==> config.mk <==
export PLATFORM = sky130hd
export DESIGN_NAME = ddc_nco_channel_select
export DESIGN_NICKNAME = d
export VERILOG_FILES = /design/src/hw/ddc_nco_pkg.sv /design/src/hw/nco_sel_if.sv /design/src/hw/nco_channel_picker.sv /design/src/hw/ddc_nco_channel_select.sv
export SDC_FILE = /design/constraint.sdc
export NUM_CORES = 1
export LEC_CHECK = 0
export BUFFER_PORTS_ARGS = -buffer_cell sky130_fd_sc_hd__buf_4
export CAP_MARGIN = 20
export CORE_ASPECT_RATIO = 0.7
export CORE_UTILIZATION = 43
export DETAILED_ROUTE_END_ITERATION = 8
export MAX_ROUTING_LAYER = met4
export PLACE_DENSITY_LB_ADDON = 0.25
export SYNTH_ARGS = -nofsm -noshare
export SYNTH_HDL_FRONTEND = slang
export SYNTH_SLANG_ARGS = --single-unit
==> constraint.sdc <==
create_clock -name mclk -period 4.6 [get_ports mclk]
set_clock_uncertainty 0.1 [all_clocks]
set_input_delay 0.92 -clock mclk [delete_from_list [all_inputs] [get_ports mclk]]
set_output_delay 0.92 -clock mclk [all_outputs]
set_load 0.005 [all_outputs]
==> src/hw/ddc_nco_pkg.sv <==
package ddc_nco_pkg;

  ////////////////////////////////////////////////////////////////////////////
  // Register byte addresses
  localparam logic [11:0] ADDR_ROUTING = 12'h370;
  localparam logic [11:0] ADDR_CTRL = 12'h374;

  ////////////////////////////////////////////////////////////////////////////
  // Field positions
  localparam int CTRL_MODE_LSB = 4;
  localparam int CTRL_SEL_LSB = 0;
  localparam int ROUTE_Q_BIT = 2;
  localparam int ROUTE_I_BIT = 0;

  ////////////////////////////////////////////////////////////////////////////
  // Reset values
  localparam logic [3:0] MODE_RESET = 4'h0;
  localparam logic [3:0] SEL_RESET = 4'h0;
  localparam logic ROUTE_Q_RESET = 1'b1;
  localparam logic ROUTE_I_RESET = 1'b1;
  localparam logic [3:0] COUNT_RESET = 4'h0;

  ////////////////////////////////////////////////////////////////////////////
  // Channel select modes
  typedef enum logic [3:0] {
    MODE_REG = 4'h0,
    MODE_B0_A0 = 4'h1,
    MODE_B1_A1 = 4'h2,
    MODE_A1_A0 = 4'h3,
    MODE_B1_B0 = 4'h4,
    MODE_B1_A1_B0_A0 = 4'h5,
    MODE_B1_B0_A1_A0 = 4'h6,
    MODE_EDGE_A0 = 4'h8,
    MODE_EDGE_A1 = 4'h9,
    MODE_EDGE_B0 = 4'hA,
    MODE_EDGE_B1 = 4'hB
  } sel_mode_t;

  localparam logic [1:0] EDGE_GROUP = 2'h2;

endpackage

==> src/hw/nco_sel_if.sv <==
`timescale 1ns/1ps
interface nco_sel_if;
  logic [3:0] mode;
  logic [3:0] map_sel;
  logic [3:0] active;

  modport ctrl (
    output mode,
    output map_sel,
    input active
  );

  modport sel (
    input mode,
    input map_sel,
    output active
  );
endinterface

==> src/hw/nco_channel_picker.sv <==
`timescale 1ns/1ps
module nco_channel_picker (
  input wire logic mclk,
  input wire logic rst_n,
  nco_sel_if.sel bus,
  input wire logic select_pin_a_bit0,
  input wire logic select_pin_a_bit1,
  input wire logic select_pin_b_bit0,
  input wire logic select_pin_b_bit1
);

  function automatic logic is_edge_mode(input logic [3:0] m);
    return m[3:2] == ddc_nco_pkg::EDGE_GROUP;
  endfunction

  logic [3:0] pins;
  logic [3:0] pins_prev;
  logic [3:0] count;
  logic [3:0] next_active;
  logic rise;

  // Index: 0 a0, 1 a1, 2 b0, 3 b1
  assign pins = {select_pin_b_bit1, select_pin_b_bit0, select_pin_a_bit1, select_pin_a_bit0};
  assign rise = pins[bus.mode[1:0]] & ~pins_prev[bus.mode[1:0]];

  ////////////////////////////////////////////////////////////////////////////
  // Pin history for edge detection
  always_ff @(posedge mclk or negedge rst_n) begin
    if (!rst_n) begin
      pins_prev <= 4'h0;
    end else begin
      pins_prev <= pins;
    end
  end

  ////////////////////////////////////////////////////////////////////////////
  // Edge-stepped counter
  always_ff @(posedge mclk or negedge rst_n) begin
    if (!rst_n) begin
      count <= ddc_nco_pkg::COUNT_RESET;
    end else if (!is_edge_mode(bus.mode)) begin
      count <= ddc_nco_pkg::COUNT_RESET;
    end else if (rise) begin
      if (count >= bus.map_sel) begin
        count <= ddc_nco_pkg::COUNT_RESET;
      end else begin
        count <= count + 4'h1;
      end
    end
  end

  ////////////////////////////////////////////////////////////////////////////
  // Active channel choice
  always_comb begin
    unique case (ddc_nco_pkg::sel_mode_t'(bus.mode))
      ddc_nco_pkg::MODE_REG: next_active = bus.map_sel;
      ddc_nco_pkg::MODE_B0_A0: next_active = {2'h0, pins[2], pins[0]};
      ddc_nco_pkg::MODE_B1_A1: next_active = {2'h0, pins[3], pins[1]};
      ddc_nco_pkg::MODE_A1_A0: next_active = {2'h0, pins[1], pins[0]};
      ddc_nco_pkg::MODE_B1_B0: next_active = {2'h0, pins[3], pins[2]};
      ddc_nco_pkg::MODE_B1_A1_B0_A0: next_active = {pins[3], pins[1], pins[2], pins[0]};
      ddc_nco_pkg::MODE_B1_B0_A1_A0: next_active = pins;
      ddc_nco_pkg::MODE_EDGE_A0,
      ddc_nco_pkg::MODE_EDGE_A1,
      ddc_nco_pkg::MODE_EDGE_B0,
      ddc_nco_pkg::MODE_EDGE_B1: next_active = count;
      default: next_active = bus.map_sel;
    endcase
  end

  always_ff @(posedge mclk or negedge rst_n) begin
    if (!rst_n) begin
      bus.active <= ddc_nco_pkg::SEL_RESET;
    end else begin
      bus.active <= next_active;
    end
  end

endmodule

==> src/hw/ddc_nco_channel_select.sv <==
// Local design decision: the Avalon-MM register port.
`timescale 1ns/1ps
// Summary of operation
// Mode 0000 takes the active channel from the register select field.
// Modes 0001-0110 build the active channel from select pin levels.
// Modes 1000-1011 step a counter on rising edges of A0, A1, B0, B1.
// The edge counter wraps to zero on the edge after it reaches the register select field.
// The register select field names the channel software accesses.
// Mode and select fields reset to zero.
// Q select bit 2, I select bit 0: 0 channel A, 1 B; reset 1.
module ddc_nco_channel_select (
  input wire logic mclk,
  input wire logic rst_n,
  input wire logic [11:0] avs_address,
  input wire logic avs_read,
  input wire logic avs_write,
  input wire logic [31:0] avs_writedata,
  input wire logic [3:0] avs_byteenable,
  output logic [31:0] avs_readdata,
  output logic avs_waitrequest,
  input wire logic select_pin_a_bit0,
  input wire logic select_pin_a_bit1,
  input wire logic select_pin_b_bit0,
  input wire logic select_pin_b_bit1,
  output logic [3:0] active_nco_channel,
  output logic [3:0] access_nco_channel,
  output logic i_input_sel,
  output logic q_input_sel
);

  nco_sel_if sel_bus ();

  logic [3:0] mode;
  logic write_go;
  logic low_lane;
  logic [7:0] next_readdata;

  ////////////////////////////////////////////////////////////////////////////
  // Avalon handshake: one wait cycle, then the request completes
  assign write_go = avs_write & ~avs_waitrequest;
  assign low_lane = avs_byteenable[0];

  always_ff @(posedge mclk or negedge rst_n) begin
    if (!rst_n) begin
      avs_waitrequest <= 1'b1;
    end else if ((avs_read | avs_write) & avs_waitrequest) begin
      avs_waitrequest <= 1'b0;
    end else begin
      avs_waitrequest <= 1'b1;
    end
  end

  always_comb begin
    next_readdata = 8'h00;
    if (avs_address == ddc_nco_pkg::ADDR_CTRL) begin
      next_readdata = {mode, access_nco_channel};
    end else if (avs_address == ddc_nco_pkg::ADDR_ROUTING) begin
      next_readdata = {5'h00, q_input_sel, 1'b0, i_input_sel};
    end
  end

  always_ff @(posedge mclk or negedge rst_n) begin
    if (!rst_n) begin
      avs_readdata <= 32'h0000_0000;
    end else if (avs_read & avs_waitrequest) begin
      avs_readdata <= {24'h00_0000, next_readdata};
    end
  end

  ////////////////////////////////////////////////////////////////////////////
  // Oscillator channel control register
  always_ff @(posedge mclk or negedge rst_n) begin
    if (!rst_n) begin
      mode <= ddc_nco_pkg::MODE_RESET;
      access_nco_channel <= ddc_nco_pkg::SEL_RESET;
    end else if (write_go && low_lane && avs_address == ddc_nco_pkg::ADDR_CTRL) begin
      mode <= avs_writedata[ddc_nco_pkg::CTRL_MODE_LSB +: 4];
      access_nco_channel <= avs_writedata[ddc_nco_pkg::CTRL_SEL_LSB +: 4];
    end
  end

  ////////////////////////////////////////////////////////////////////////////
  // Input routing register
  always_ff @(posedge mclk or negedge rst_n) begin
    if (!rst_n) begin
      q_input_sel <= ddc_nco_pkg::ROUTE_Q_RESET;
      i_input_sel <= ddc_nco_pkg::ROUTE_I_RESET;
    end else if (write_go && low_lane && avs_address == ddc_nco_pkg::ADDR_ROUTING) begin
      q_input_sel <= avs_writedata[ddc_nco_pkg::ROUTE_Q_BIT];
      i_input_sel <= avs_writedata[ddc_nco_pkg::ROUTE_I_BIT];
    end
  end

  ////////////////////////////////////////////////////////////////////////////
  // Active channel selection
  assign sel_bus.mode = mode;
  assign sel_bus.map_sel = access_nco_channel;
  assign active_nco_channel = sel_bus.active;

  nco_channel_picker u_picker (
    .mclk(mclk),
    .rst_n(rst_n),
    .bus(sel_bus.sel),
    .select_pin_a_bit0(select_pin_a_bit0),
    .select_pin_a_bit1(select_pin_a_bit1),
    .select_pin_b_bit0(select_pin_b_bit0),
    .select_pin_b_bit1(select_pin_b_bit1)
  );

endmodule

==> metrics.yaml <==
status:
  status: "finished, final reports clean"
drt:
  wire_per_inst_um: 13.3
  dr.pass1.iters: 4
  num_vias: 1350
  drtIter0Drc: 83
  vias_per_cell: 5.08
  drc: 0
  final_antenna_net_count: 0
  drt_wl_total_mm: 3.54
pwr:
  power_uw: 551
  vdd_drop_max_uv: 167
  powerDensity_nw_per_um2: 258
  p_leak_uw: 0.00105
clock_network:
  clk_transition_reported_paths_ns: 0.06
  cts_tree: "yes"
  clock_latency_ns: 0.28
  cts_resized: 0
  numCtsBuffers: 5
  numClockSinks: 31
  cts_setup_buffers: 0
  hold_buffers: 0
  cts.path.max_buffers: 2
  htree_levels: 2
  root_buffer: "clkbuf_8"
setup_path:
  timing.rr.end: "u_picker.count[2]"
  crit_path_max_fanout: 8
  critical_path_required_ns: 4.66
  regToRegStartpoint: "mode[0]"
  worstRegToRegCells: 5
  critPathLaunchType: "input pin"
  worst_setup_path_end_kind: "flop"
  worstPathArrival_ns: 2.33
  crit_start: "avs_address[0]"
  reg2reg_setup_slack_ns: 2.56
  critPathKind: "input pin to flop"
  worstSetupEndpoint: "mode[0]"
global_routing:
  grt_start_max_net_pins: 32
  grt_overflow: 0
  grt_pass1_vias: 1141
  grt_usage: 0.186
  grt_pass1_wl_mm: 5.64
  antenna_found_initial: 0
run:
  drv_cap: 0
timing:
  max_freq_mhz: 441
  setup_tns_ns: 0
  finalSetupViolCount: 0
  drv_slew: 0
  hold_viol: 0
  finalCriticalPeriod_ns: 2.27
  slew_headroom: 0.546
  finalCritPeriodShare: 0.493
  worst-slew-pin-transition_ns: 0.676
  fin_ws_ns: 2.33
  rsz0062_at_grt: "no"
synth:
  synth_compound_area_frac: 0.120
  async_flop_share: 1.00
  synthSimpleGateAreaFrac: 0.175
  synthMuxAreaShare: 0.0831
  synthAdderAreaFrac: 0.0361
  synth.distinct_cells: 45
  synth_top_family_by_area: "simple AND/OR/NAND/NOR gates"
  synth_flop_cell: "dfrtp_1"
  ys_ff_latch: 31
  synth_area_um2: 1730
  synth-edff-count: 0
  synth.yosys.warnings: 0
  syn_inst: 167
  synthXorXnorAreaFrac: 0.00506
  syn_avg_cell_area_um2: 10.4
  yosysSeqAreaShare: 0.450
place:
  placed_area_um2: 2030
  gp_congestion: 0.762
  dp_hpwl_mm: 2.61
  pre_cts_slack_ns: 2.05
  io_buffers: 47
hold_path:
  hold_class: "flop to flop"
floorplan:
  start_util: 0.469
  io_pins: 99
  die_area_um2: 4290
  rows: 18
  core_um2: 3690
  die_h_um: 55.1
  dieWidth_um: 77.9
cells_and_area:
  mostFrequentLayoutCells: "buf_4 (47), dfrtp_1 (28), conb_1 (24)"
  fin_area_um2: 2130
  layout_commonest_cell: "buf_4"
  syn2layout_area_growth_pct: 23.2
  fill_cells: 338
  diodes: 0
  final_util: 0.578
  nets: 276
  drive_gt1_frac: 0.338
how the worst min path moves through the flow:
stage,start,end,cells past startpoint
2_1_floorplan,avs_waitrequest,avs_waitrequest,1
3_3_place_gp,avs_readdata[0],avs_readdata[0],2
3_5_place_dp,avs_readdata[0],avs_readdata[0],2
4_1_cts,avs_readdata[0],avs_readdata[0],2
5_1_grt,avs_waitrequest,avs_waitrequest,1
6_report,avs_readdata[0],avs_readdata[0],2
layout make-up:
type	instances	area, um^2	area share
inverter	6	22.5	0.0106
multi-input combinational	124	816	0.382
tap	50	62.6	0.0293
clock buffer	8	100	0.0469
sequential	31	779	0.365
timing repair buffer	47	353	0.165
state kept, by name (all words and copies together), names as in the netlist:
register	cells
u_picker.pins_prev	4
u_picker.count	4
mode	4
avs_waitrequest	1
u_picker.bus.active	4
access_nco_channel	4
i_input_sel	1
avs_readdata	8
q_input_sel	1
per-layer routing:
metal	vias to the layer above	track usage	wire length, um
li1	645	-	-
met1	638	0.253	1770
met2	63	0.260	1430
met3	4	0.0557	305
met4	0	0.0755	34
met5	-	-	0
logic make-up after synthesis:
| logic type | count (synthesis) |
|---|---|
| flops | 31 |
| mux | 13 |
| fa+ha+maj | 5 |
| simple gates | 51 |
| xor+xnor | 1 |
| compound gates | 30 |
| other cells | 1 |
| buf+inv | 35 |
per-stage QoR:
step	hold WS [ns]	cells
6_report	0.388	266
5_1_grt	0.407	266
4_1_cts	0.393	266
3_5_place_dp	0.378	258
3_3_place_gp	0.377	258
2_1_floorplan	0.367	190
critical path: stages:
cell	delay (ns)
buf_4	0.10
and4bb_2	0.27
nand4_1	0.13
nor4_2	0.36
nand2_2	0.22
mux2_2	0.32
cell usage after synthesis (2+ instances only):
cell type  number  area [um^2]
mux2_2         11          124
nor4b_1         2         17.5
nor2b_1         3         18.8
buf_4          24          180
nand2b_1        2         12.5
dfstp_2         3         78.8
nor4_2          2         25.0
a21oi_1         6         30.0
a221o_1         2         20.0
o21ai_0         6         30.0
ha_1            5         62.6
nor3_1          3         15.0
nor2_1          4         15.0
clkbuf_1        4         15.0
nand3_1         4         20.0
nand2_1        16         60.1
nor4bb_1        2         20.0
a22o_1          6         52.6
nand3b_1        2         15.0
inv_1           6         22.5
mux2i_1         2         20.0
or3_1           2         12.5
dfrtp_1        28          701
power by group:
group	switching [uW]	internal, uW	total [uW]	leakage [uW]
Combinational	20.4	19.7	40.1	0.000586
Clock	95.8	136	232	0.0000515
Sequential	2.03	277	279	0.000413
(Power assumes the default switching activity.)
